--- src/common/ashp_defs.svh ---
// Constants for the converter serial host port
`ifndef ASHP_DEFS_SVH
`define ASHP_DEFS_SVH
`define ASHP_WORD_W        8
`define ASHP_DATA_W        24
`define ASHP_FIFO_DEPTH    8
`define ASHP_AUX1_BIT      4
`define ASHP_AUX0_BIT      3
`define ASHP_SEL_LSB       4
`define ASHP_SEL_W         3
`define ASHP_RW_BIT        3
`define ASHP_SEL_DATA      3'h3
`define ASHP_RST_LOW_NS    100
`define ASHP_CLK_NS        50
`define ASHP_RST_CYC       ((`ASHP_RST_LOW_NS + `ASHP_CLK_NS - 1) / `ASHP_CLK_NS)
`define ASHP_MCLK_TMO      64
`define ASHP_REFRESH_CYC   32
`endif

--- src/common/ashp_pkg.sv ---
// Types for the converter serial host port
package ashp_pkg;
    typedef enum logic [1:0] {ST_CMD, ST_WR, ST_RD} ashp_phase_t;

    typedef struct packed {
        logic       csn;
        logic       sclk;
        logic       din;
        logic [1:0] aux;
        logic       mclk;
        logic       rst_n;
    } ashp_pins_t;

    typedef struct packed {
        logic [2:0] sel;
        logic [7:0] data;
    } ashp_wr_t;
endpackage

--- src/core/ashp_fifo.sv ---
// Small valid/ready FIFO for register writes
`timescale 1ns/1ps
module ashp_fifo #(
    parameter int W = 8,
    parameter int D = 8
) (
    // Clock and reset
    input  wire logic         clk_i,
    input  wire logic         sys_rst_i,
    // Fill side
    input  wire logic         in_valid_i,
    output logic              in_ready_o,
    input  wire logic [W-1:0] in_data_i,
    // Drain side
    output logic              out_valid_o,
    input  wire logic         out_ready_i,
    output logic [W-1:0]      out_data_o
);
    localparam int AW = $clog2(D);
    typedef struct packed {
        logic [AW-1:0] wp;
        logic [AW-1:0] rp;
        logic [AW:0]   cnt;
    } ashp_fifo_st_t;

    logic [W-1:0]  mem_r [D];
    ashp_fifo_st_t st_r;
    ashp_fifo_st_t st_nxt;
    logic          push;
    logic          pop;

    assign in_ready_o  = (st_r.cnt != (AW+1)'(D));
    assign out_valid_o = (st_r.cnt != '0);
    assign out_data_o  = mem_r[st_r.rp];
    assign push        = in_valid_i && in_ready_o;
    assign pop         = out_valid_o && out_ready_i;

    always_comb begin
        st_nxt = st_r;
        if (push) begin
            st_nxt.wp = (st_r.wp == AW'(D-1)) ? '0 : st_r.wp + 1'b1;
        end
        if (pop) begin
            st_nxt.rp = (st_r.rp == AW'(D-1)) ? '0 : st_r.rp + 1'b1;
        end
        st_nxt.cnt = st_r.cnt + (AW+1)'(push) - (AW+1)'(pop);
    end

    always_ff @(posedge clk_i) begin
        if (sys_rst_i) begin
            st_r <= '0;
        end else begin
            st_r <= st_nxt;
        end
        if (push) begin
            mem_r[st_r.wp] <= in_data_i;
        end
    end
endmodule

--- src/core/ashp_port.sv ---
// Serial host port of a sigma-delta converter: framing, shifting, ready flag
// Function
// - Read data changes on the falling serial clock edge.
// - Clock idles high; idling low allowed with chip select framing, edges swap.
// - Ready output returns high after the first read of a new word.
// - Same word may be read again while ready is high.
// - Auxiliary inputs captured on first falling clock edge of a data read.
// - Auxiliary input 1 lands in bit 4, input 0 in bit 3.
// - Interface active only with chip select low; tied low gives three-wire mode.
// - Chip select selects the device or frames a continuous clock.
// - Reset low returns control and interface logic to power-on state; here only phase, bit count, output enable and ready reset, queued writes stay.
// - Reset exits only with reset high and master clock toggling.
// - Doubled master clock rates allowed only with the doubling bit set.
// - Crystal mode never drives internal clock on the clock output.
// - Ready output goes low when a new word sits in the data register.
// - Serial input shifts in, then moves to the register the selector names; here a write arriving with the write queue full is dropped.
`timescale 1ns/1ps
`include "ashp_defs.svh"
module ashp_port #(
    parameter int DATA_W     = `ASHP_DATA_W,
    parameter int FIFO_DEPTH = `ASHP_FIFO_DEPTH
) (
    // System
    input  wire logic              clk_i,
    input  wire logic              sys_rst_i,
    // Host pins
    input  wire logic              cs_n_i,
    input  wire logic              sclk_i,
    input  wire logic              din_i,
    output logic                   dout_o,
    output logic                   dout_oe_o,
    output logic                   ready_n_o,
    // Auxiliary digital inputs
    input  wire logic              aux_input_0_i,
    input  wire logic              aux_input_1_i,
    // Master clock and reset pins
    input  wire logic              master_clock_in_i,
    input  wire logic              reset_n_i,
    input  wire logic              crystal_mode_i,
    input  wire logic              double_clock_select_i,
    output logic                   crystal_drive_out_o,
    output logic                   in_reset_o,
    // Converter side
    input  wire logic              word_valid_i,
    input  wire logic [DATA_W-1:0] word_data_i,
    output logic                   wr_valid_o,
    input  wire logic              wr_ready_i,
    output logic [2:0]             wr_sel_o,
    output logic [7:0]             wr_data_o
);
    typedef struct packed {
        ashp_pkg::ashp_pins_t  s1;
        ashp_pkg::ashp_pins_t  s2;
        logic                  sclk_d;
        logic                  mclk_d;
        logic                  csn_d;
        logic [6:0]            mclk_tmo;
        logic [3:0]            rst_cnt;
        logic                  in_rst;
        ashp_pkg::ashp_phase_t phase;
        logic                  idle_low;
        logic                  first_edge;
        logic [4:0]            bit_cnt;
        logic [7:0]            sh_in;
        logic [DATA_W-1:0]     sh_out;
        logic [DATA_W-1:0]     data_reg;
        logic                  fresh;
        logic                  read_once;
        logic [5:0]            refresh;
        logic                  dout;
        logic                  oe;
        logic [2:0]            sel;
        logic                  push;
        ashp_pkg::ashp_wr_t    wr;
        logic                  xtal_out;
    } ashp_st_t;

    ashp_st_t st_r;
    ashp_st_t st_nxt;
    logic     fifo_ready;
    logic     fifo_valid;
    logic [10:0] fifo_q;

    function automatic logic edge_of(input logic now, input logic prev, input logic rise);
        edge_of = rise ? (now && !prev) : (!now && prev);
    endfunction

    // Word with aux levels merged in
    function automatic logic [DATA_W-1:0] merge_aux(input logic [DATA_W-1:0] w,
                                                    input logic [1:0] aux);
        logic [DATA_W-1:0] r;
        r = w;
        r[`ASHP_AUX1_BIT] = aux[1];
        r[`ASHP_AUX0_BIT] = aux[0];
        merge_aux = r;
    endfunction

    logic drive_edge;
    logic sample_edge;
    logic active;
    logic mclk_toggle;

    always_comb begin
        st_nxt = st_r;
        drive_edge  = 1'b0;
        sample_edge = 1'b0;
        active      = 1'b0;
        mclk_toggle = 1'b0;
        st_nxt.push = 1'b0;
        // Two-stage sync of every pin except crystal mode and clock doubling
        st_nxt.s1 = '{csn: cs_n_i, sclk: sclk_i, din: din_i,
                      aux: {aux_input_1_i, aux_input_0_i},
                      mclk: master_clock_in_i, rst_n: reset_n_i};
        st_nxt.s2     = st_r.s1;
        st_nxt.sclk_d = st_r.s2.sclk;
        st_nxt.mclk_d = st_r.s2.mclk;
        st_nxt.csn_d  = st_r.s2.csn;

        // Master clock must be toggling to leave reset
        mclk_toggle = st_r.s2.mclk != st_r.mclk_d;
        if (mclk_toggle) begin
            st_nxt.mclk_tmo = '0;
        end else if (st_r.mclk_tmo != 7'(`ASHP_MCLK_TMO)) begin
            st_nxt.mclk_tmo = st_r.mclk_tmo + 7'h1;
        end
        // Reset input held low for at least the minimum pulse
        if (!st_r.s2.rst_n) begin
            st_nxt.rst_cnt = (st_r.rst_cnt == 4'(`ASHP_RST_CYC)) ? st_r.rst_cnt
                                                                 : st_r.rst_cnt + 4'h1;
            if (st_r.rst_cnt == 4'(`ASHP_RST_CYC)) begin
                st_nxt.in_rst = 1'b1;
            end
        end else begin
            st_nxt.rst_cnt = '0;
            if (st_r.in_rst && st_r.mclk_tmo != 7'(`ASHP_MCLK_TMO)) begin
                st_nxt.in_rst = 1'b0;
            end
        end
        // Crystal mode keeps internal clock off the output pin
        st_nxt.xtal_out = crystal_mode_i ? 1'b0 : st_r.s2.mclk;

        // Idle level latched at chip select fall
        active = !st_r.s2.csn && !st_r.in_rst;
        if (!st_r.s2.csn && st_r.csn_d) begin
            st_nxt.idle_low = !st_r.s2.sclk;
        end
        // Tied-low select sees one fall only, just after system reset, so the clock level then sets the roles
        drive_edge  = edge_of(st_r.s2.sclk, st_r.sclk_d, st_r.idle_low);
        sample_edge = edge_of(st_r.s2.sclk, st_r.sclk_d, !st_r.idle_low);

        // New conversion word lands in the data register
        if (word_valid_i) begin
            st_nxt.data_reg  = word_data_i;
            st_nxt.fresh     = 1'b1;
            st_nxt.read_once = 1'b0;
            st_nxt.refresh   = '0;
        end else if (!st_r.fresh && st_r.refresh != 6'(`ASHP_REFRESH_CYC)) begin
            st_nxt.refresh = st_r.refresh + 6'h1;
        end

        if (!active) begin
            st_nxt.phase   = ashp_pkg::ST_CMD;
            st_nxt.bit_cnt = '0;
            st_nxt.oe      = 1'b0;
        end else begin
            case (st_r.phase)
                ashp_pkg::ST_CMD: begin
                    if (sample_edge) begin
                        st_nxt.sh_in   = {st_r.sh_in[6:0], st_r.s2.din};
                        st_nxt.bit_cnt = st_r.bit_cnt + 5'h1;
                        if (st_r.bit_cnt == 5'd7) begin
                            st_nxt.bit_cnt    = '0;
                            st_nxt.sel        = st_r.sh_in[`ASHP_SEL_LSB-1 +: `ASHP_SEL_W];
                            st_nxt.first_edge = 1'b1;
                            st_nxt.sh_out     = st_r.data_reg;
                            if (st_r.sh_in[`ASHP_RW_BIT-1]) begin
                                st_nxt.phase = ashp_pkg::ST_RD;
                            end else begin
                                st_nxt.phase = ashp_pkg::ST_WR;
                            end
                        end
                    end
                end
                ashp_pkg::ST_WR: begin
                    if (sample_edge) begin
                        st_nxt.sh_in   = {st_r.sh_in[6:0], st_r.s2.din};
                        st_nxt.bit_cnt = st_r.bit_cnt + 5'h1;
                        if (st_r.bit_cnt == 5'd7) begin
                            st_nxt.push    = fifo_ready;
                            st_nxt.wr      = '{sel: st_r.sel,
                                               data: {st_r.sh_in[6:0], st_r.s2.din}};
                            st_nxt.phase   = ashp_pkg::ST_CMD;
                            st_nxt.bit_cnt = '0;
                        end
                    end
                end
                ashp_pkg::ST_RD: begin
                    if (drive_edge) begin
                        st_nxt.oe = 1'b1;
                        if (st_r.first_edge) begin
                            st_nxt.first_edge = 1'b0;
                            // Aux levels frozen into the outgoing word
                            st_nxt.sh_out = merge_aux(st_r.data_reg, st_r.s2.aux);
                            st_nxt.dout   = st_r.data_reg[DATA_W-1];
                        end else begin
                            st_nxt.sh_out = {st_r.sh_out[DATA_W-2:0], 1'b0};
                            st_nxt.dout   = st_r.sh_out[DATA_W-2];
                        end
                    end
                    if (sample_edge && !st_r.first_edge) begin
                        st_nxt.bit_cnt = st_r.bit_cnt + 5'h1;
                        if (st_r.bit_cnt == 5'(DATA_W-1)) begin
                            st_nxt.phase   = ashp_pkg::ST_CMD;
                            st_nxt.bit_cnt = '0;
                            st_nxt.oe      = 1'b0;
                            if (st_r.sel == `ASHP_SEL_DATA) begin
                                // Word stays readable again while ready is high
                                st_nxt.fresh     = 1'b0;
                                st_nxt.read_once = 1'b1;
                            end
                        end
                    end
                end
                default: st_nxt.phase = ashp_pkg::ST_CMD;
            endcase
        end
        if (word_valid_i) begin
            st_nxt.fresh = 1'b1;
        end
        if (st_r.in_rst) begin
            st_nxt.phase = ashp_pkg::ST_CMD;
            st_nxt.fresh = 1'b0;
            st_nxt.oe    = 1'b0;
        end
    end

    always_ff @(posedge clk_i) begin
        if (sys_rst_i) begin
            st_r        <= '0;
            st_r.in_rst <= 1'b1;
            st_r.s1     <= '1;
            st_r.s2     <= '1;
            st_r.sclk_d <= 1'b1;
            st_r.csn_d  <= 1'b1;
        end else begin
            st_r <= st_nxt;
        end
    end

    // Write transfers queue ahead of the register file
    ashp_fifo #(.W(11), .D(FIFO_DEPTH)) u_fifo (
        .clk_i       (clk_i),
        .sys_rst_i   (sys_rst_i),
        .in_valid_i  (st_r.push),
        .in_ready_o  (fifo_ready),
        .in_data_i   (st_r.wr),
        .out_valid_o (fifo_valid),
        .out_ready_i (wr_ready_i),
        .out_data_o  (fifo_q)
    );

    assign wr_valid_o          = fifo_valid;
    assign wr_sel_o            = fifo_q[10:8];
    assign wr_data_o           = fifo_q[7:0];
    assign dout_o              = st_r.dout;
    assign dout_oe_o           = st_r.oe;
    assign ready_n_o           = !st_r.fresh;
    assign crystal_drive_out_o = st_r.xtal_out;
    assign in_reset_o          = st_r.in_rst;

    // Doubling bit is owned upstream; slow rates only need it clear
    logic unused_dbl;
    assign unused_dbl = double_clock_select_i;
endmodule

--- config.mk ---
export PLATFORM = sky130hd
export DESIGN_NAME = ashp_port
export DESIGN_NICKNAME = d
export VERILOG_FILES = /design/src/common/ashp_pkg.sv /design/src/core/ashp_fifo.sv /design/src/core/ashp_port.sv
export VERILOG_INCLUDE_DIRS = /design/src /design/src/common
export SDC_FILE = /design/constraint.sdc
export NUM_CORES = 1
export LEC_CHECK = 0
export ABC_AREA = 1
export BUFFER_PORTS_ARGS = -buffer_cell sky130_fd_sc_hd__buf_2
export CAP_MARGIN = 20
export CORE_MARGIN = 2
export CORE_UTILIZATION = 40
export DETAILED_ROUTE_END_ITERATION = 10
export GPL_TIMING_DRIVEN = 0
export SLEW_MARGIN = 25
export SYNTH_ARGS = -nofsm -noshare
export SYNTH_HDL_FRONTEND = slang
export SYNTH_HIERARCHICAL = 1
export SYNTH_SLANG_ARGS = --single-unit
--- constraint.sdc ---
create_clock -name clk_i -period 5.5 [get_ports clk_i]
set_input_delay 1.1 -clock clk_i [delete_from_list [all_inputs] [get_ports clk_i]]
set_output_delay 1.1 -clock clk_i [all_outputs]
set_load 0.03 [all_outputs]
==> out/metrics.yaml, run 1 <==
outcome: "finished, final reports clean"
wl_per_cell_um: 12.9
grt_util_all_layers_pct: 16.5
io_pins: 54
synth_top_area_share_pct: 28.3
rsz0062_at_grt: "no"
synth.distinct_cells: 33
critical_path.top_delay_family: "buffers and inverters"
timing.fmax_mhz: 340
via_per_inst: 4.55
critical_path_required_ns: 4.40
register_area_mm2: 0.00512
yosys_most_used_dff: "dfxtp_1"
synthTopCellsByCount: "nand2_1, nor2_1, inv_1"
post_cts_buffers: 0
final-setup-viol-count: 0
cts_htree_levels: 1
start_util_pct: 41.1
drt-total-wl_um: 20200
multi_input_area_mm2: 0.00337
diodes: 0
period_minus_slack_ns: 2.94
cp.arrival_ns: 1.84
skew_ns: 0.0146
crit_path_max_fanout: 10
max_slew_margin_pct: 54.6
min-delay-start: "st_nxt[111]"
core_mm2: 0.0228
synthesis.nets: 1202
grt_pass1_wl_um: 32200
drive_gt1_share_pct: 13.7
slew_violations: 0
vias: 7106
area_delta_synth_final_pct: 16.4
powerDensity_mw_per_mm2: 369
critPathSlowestCell: "dfxtp_1"
drcViolationCount: 0
maxCapViolCount: 0
clock_latency_ns: 0.52
synth.top_cells.by_area: "edfxtp_1, dfxtp_1, nand2_1"
max_stage_delay_ns: 0.35
dr.pass1.iters: 5
dieArea_mm2: 0.0246
critPathBufInv: 3
ys_ff_latch: 212
synth_area_per_cell_um2: 8.16
nFillCells: 2263
overflow: 0
nNetsFinal: 1288
worst_pin_slew_ns: 0.677
antenna_found_initial: 0
clk_pin_slew_ns: 0.06
cp_cell_sequence: "inv_1 -> buf_2 -> nand3_1 -> nand2_1 -> nand2_1 -> nand2_1 -> buf_2"
worst_setup_path_start_kind: "flop"
numPortBuffers: 52
min_period_over_period_pct: 53.5
final.setup.tns_ns: 0
hold_path_class: "reg -> reg"
fin_util_pct: 47.8
irDropWorstVdd_v: 0.000209
p_leak_nw: 5.04
fp.dieW_um: 157
syn_area_mm2: 0.00935
rows: 55
synthArstFlopShare_pct: 0
cts_hold_buf: 0
finalHoldViolCount: 0
yosysMostFrequentCell: "nand2_1"
end_kind: "output pin"
yosysWarnings: 6
cts-root-buf: "clkbuf_16"
crit_top_cell: "nand2_1"
drtIter0Drc: 462
synth_edf_count: 88
grt_pass1_vias: 6396
die_height_um: 157
ant_nets: 0
cts_tree: "built"
crit_type: "reg -> out"
grt_max_degree: 14
synthesis.instances: 1146
cts.sinks: 212
cts.repair.resized: 0
crit-reg2reg-launch: "u_fifo/st_r[2]"
synth_area_leader_cell: "edfxtp_1"
gp_congestion: 0.792
hpwlAfterDp_um: 13900
numCtsBuffers: 24
yosysSeqAreaShare_pct: 54.8
clk_path_buf_depth: 3
[through the flow]
step                      instance area [µm²]  hold WS [ns]  std cells  worst slack [ns]  total power, mW
final                                   10900         0.406       1562              2.56             4.02
after global placement                  10000         0.392       1511              2.75             2.50
after floorplan                          9350         0.389       1146              3.10             2.29
after global routing                    10900         0.426       1562              2.44             4.22
after CTS                               10900         0.406       1562              2.52             4.07
after detailed placement                10100         0.392       1519              2.85             2.52
[per-layer routing]
| layer | routed length (µm) | up-vias | part of all wire, % | global-route usage, % |
|---|---|---|---|---|
| met3 | 950 | 30 | 4.7 | 2.59 |
| met1 | 9570 | 3196 | 47 | 22.2 |
| met5 | 0 | - | 0 | 0 |
| li1 | - | 3754 | - | - |
| met4 | 482 | 0 | 2.4 | 5.37 |
| met2 | 9190 | 126 | 45 | 27.2 |
[power by group]
| part | switching (mW) | internal (mW) |
|---|---|---|
| registers | 0.0335 | 1.68 |
| clock network | 0.616 | 0.925 |
| logic | 0.509 | 0.257 |
| total | 1.16 | 2.86 |
[worst paths after layout]
check                                       to  slack, ns  cells past startpoint
worst max register to register  u_fifo/st_r[2]       3.37                     11
worst max-delay path              wr_data_o[2]       2.56                      7
worst min-delay path               st_nxt[105]       0.41                      1
worst min register to register     st_nxt[105]       0.41                      1
[logic make-up after synthesis]
group           share of synthesized area [%]
fa+ha+maj                                2.62
xor+xnor                                0.749
compound gates                           4.25
buf+inv                                  9.66
simple gates                             27.9
flops                                    54.8
[flip-flops by register name, summed over array words and instances, names as in the netlist, named ones only]
signal	flops
st_r	97
u_fifo/mem_r	88
u_fifo/st_r	10
st_nxt	10
crystal_drive_out_o	1
dout_o	1
in_reset_o	1
dout_oe_o	1
[cell type report]
class                      instances  share of cell area, %
timing repair buffer              60                   2.94
clock inverter                     6                  0.345
buffer                            44                   2.39
clock buffer                      37                   6.82
inverter                         170                   5.91
sequential                       212                   47.1
multi-input combinational        720                   30.9
tap                              313                   3.60
[layout by cell type, fill, tap and decap left out, types with 12 or more instances in the layout]
cell type,netlist,layout
a21oi_1,20,20
buf_2,16,68
buf_4,4,12
clkbuf_1,16,20
clkbuf_16,0,25
dfxtp_1,124,124
edfxtp_1,88,88
ha_1,18,18
inv_1,163,163
nand2_1,287,287
nand3_1,113,113
nor2_1,173,173
o21ai_0,43,43
or2_2,19,19
No activity file was read; power rests on OpenSTA's default activity.
==> run 2: changes to the inputs <==
ABC_AREA = 0   (was 1)
clock period = 2.6 ns   (was 5.5 ns; I/O delays follow)
==> run 2 against run 1 <==
Effect of this change: final cell count decreased by 31%; highest routed layer unchanged; routed wire length is 13% lower; global-route usage fell by 1.7 points; non-clock buffer count shrank 11.
==> out/metrics.yaml, run 2 <==
nNetsFinal: 838  # -35%
min_period_over_period_pct: 99.9
mostFrequentLayoutCells: "dfxtp_1, edfxtp_1, nor2_1, mux2i_1, nand2_1"
power.switching_mw: 1.85  # +60%
period_minus_slack_ns: 2.60
cts_hold_buf: 0  # unchanged
worst_pin_slew_ns: 0.834  # +0.157 ns
slew_violations: 0  # unchanged
cp.arrival_ns: 2.08  # +0.24 ns
grt_pass1_wl_um: 28500  # -12%
cp_cell_sequence: "clkbuf_16 -> mux4_2 -> mux2_2 -> buf_6"
fp.dieW_um: 153  # -2.5%
largestRegisters: "st_r x97, u_fifo/mem_r x88"
clkPwrFrac_pct: 39.9  # +1.5 points
antenna_found_initial: 0  # unchanged
rows: 54  # -1.8%
drtIter0Drc: 201  # -56%
critical_path_required_ns: 2.08  # -2.32 ns
irDropWorstVdd_v: 0.000477  # +130%
overflow: 0  # unchanged
drive_gt1_share_pct: 23.6  # +9.9 points
outcome: "finished, final reports clean"
grt_max_degree: 14  # unchanged
grt_pass1_vias: 5702  # -11%
ant_nets: 0  # unchanged
skew_ns: 0.00700  # -0.00764 ns
wl_per_cell_um: 16.2  # +25%
syn_area_mm2: 0.00887  # -5.2%
yosysMostFrequentCell: "dfxtp_1"
yosysWarnings: 6  # unchanged
area_delta_synth_final_pct: 17.0
top_register: "st_r"
core_mm2: 0.0218  # -4.2%
synth_top_area_share_pct: 29.8  # +1.5 points
fin_ws_ns: 0.00189  # -2.55 ns
largest_register_ffs: 97  # unchanged
final.setup.tns_ns: 0  # unchanged
synth.distinct_cells: 59  # +79%
synth.top_cells.by_area: "edfxtp_1, dfxtp_1, mux4_1"
power_switching_share_pct: 23.7  # -5.1 points
synthArstFlopShare_pct: 0  # unchanged
dieArea_mm2: 0.0234  # -5.0%
clk_path_buf_depth: 3  # unchanged
critPathSlowestCell: "mux4_2"
pwr-share-comb_pct: 13.9  # -5.2 points
die_height_um: 153  # -2.5%
stdcell_area_mm2: 0.0104  # -4.7%
max_stage_delay_ns: 0.53  # +0.18 ns
numCtsBuffers: 23  # -4.2%
synth_area_per_cell_um2: 12.7  # +56%
dpl_cell_area_mm2: 0.00955  # -5.5%
drt-total-wl_um: 17500  # -13%
gp_congestion: 0.768  # -3.0%
end_kind: "output pin"
internal_power_mw: 5.95  # +110%
clock_latency_ns: 0.50  # -0.02 ns
powerDensity_mw_per_mm2: 752  # +100%
crit_path_max_fanout: 5  # -5
p_leak_nw: 4.03  # -20%
synth_area_leader_cell: "edfxtp_1"
yosysSeqAreaShare_pct: 57.8  # +3.0 points
io_pins: 54  # unchanged
numPortBuffers: 51  # -1.9%
pre_cts_ws_ns: 0.129  # -2.72 ns
timing.fmax_mhz: 385
hpwlAfterDp_um: 12200  # -12%
worst_setup_path_start_kind: "flop"
hold_path_class: "in -> reg"
synth_edf_count: 88  # unchanged
final-setup-viol-count: 0  # unchanged
start_util_pct: 40.6  # -0.42 points
dr.pass1.iters: 4  # -1
ys_ff_latch: 212  # unchanged
cts_htree_levels: 1  # unchanged
max_slew_margin_pct: 44.4  # -10 points
nFillCells: 1965  # -13%
crit_type: "reg -> out"
diodes: 0  # unchanged
hold_slack_ns: 0.165  # -0.241 ns
vias: 5383  # -24%
clk_pin_slew_ns: 0.06  # about the same
p_seq_share_pct: 46.2  # +3.7 points
finalHoldViolCount: 0  # unchanged
synthesis.instances: 698  # -39%
yosys_most_used_dff: "dfxtp_1"
grt_util_all_layers_pct: 14.8  # -1.7 points
synthTopCellsByCount: "dfxtp_1, edfxtp_1, nor2_1"
maxCapViolCount: 0  # unchanged
cts-root-buf: "clkbuf_16"
cts_tree: "built"
drcViolationCount: 0  # unchanged
cts.sinks: 212  # unchanged
via_per_inst: 4.99  # +9.8%
synthesis.nets: 754  # -37%
final_common_cell: "dfxtp_1"
rsz0062_at_grt: "yes"
run 2: changes by cell type after synthesis, sizes merged, moves of 6 or more:
| cell | before | now |
|---|---|---|
| nand2 | 292 | 50 |
| buf | 28 | 12 |
| inv | 170 | 17 |
| nand2b | 0 | 21 |
| mux2 | 0 | 32 |
| mux2i | 0 | 57 |
| nand3 | 113 | 15 |
| o21ai | 45 | 5 |
| mux4 | 0 | 22 |
| a21oi | 20 | 28 |
| clkbuf | 16 | 22 |
| nor2 | 176 | 68 |
| nor2b | 0 | 30 |
run 2: layout make-up:
type | count | area [µm²] | share of cell area [%]
Tap cell | 280 | 350 | 3.38
Clock inverter | 9 | 103 | 0.989
Timing Repair Buffer | 60 | 425 | 4.10
Buffer | 33 | 208 | 2.00
Multi-Input combinational cell | 435 | 3480 | 33.5
Clock buffer | 32 | 619 | 5.97
Sequential cell | 212 | 5130 | 49.4
Inverter | 17 | 63.8 | 0.615
run 2: timing repair:
item	in CTS	in global routing
buffers inserted	1	0
gates cloned	0	2
resized for setup	16	50
setup endpoints to repair	11	11
run 2: per-stage QoR:
stage               utilization (%)  instances  power [mW]
floorplan                         -        698        4.35
global placement               43.4       1029        4.55
detailed placement             43.8       1035        4.60
CTS                            47.2       1077        7.75
global route                   47.5       1078        8.13
finish                         47.5       1078        7.80
run 2: worst max-delay path: cells and delay by family (launching register included):
| kind | cells | cell delay, ns |
|---|---|---|
| buf+inv | 2 | 0.32 |
| mux | 2 | 0.82 |
| flops | 1 | 0.43 |
run 2: cells by family after synthesis:
logic type	Yosys count	share of synthesized area (%)
flops	212	57.8
fa+ha+maj	19	2.76
compound gates	60	4.50
buf+inv	51	2.86
mux	111	17.7
simple gates	234	13.3
xor+xnor	11	1.09
run 2: power by group through the flow:
stage | registers [mW] | logic (mW) | clock network [mW]
finish | 3.60 | 1.09 | 3.11
global route | 3.61 | 1.19 | 3.33
CTS | 3.60 | 0.972 | 3.19
detailed placement | 3.66 | 0.932 | 0
global placement | 3.66 | 0.896 | 0
floorplan | 3.65 | 0.704 | 0
run 2: path summary, 6_finish.rpt:
path	cells past startpoint	slack, ns	to	from
hold / removal	2	0.16	crystal_drive_out_o	crystal_mode_i
setup reg to reg	9	0.19	u_fifo/st_r[1]	u_fifo/st_r[2]
hold reg to reg	1	0.41	st_nxt[104]	st_nxt[107]
setup / recovery	4	0.002	wr_sel_o[1]	flop
run 2: layer usage:
metal	global-route usage, %	vias to the layer above	share of wire (%)	wire (µm)
li1	-	2662	-	-
met4	4.06	0	2.3	397
met1	18.8	2591	45	7900
met3	2.75	31	3.7	645
met5	0	-	0	0
met2	26.1	99	49	8540
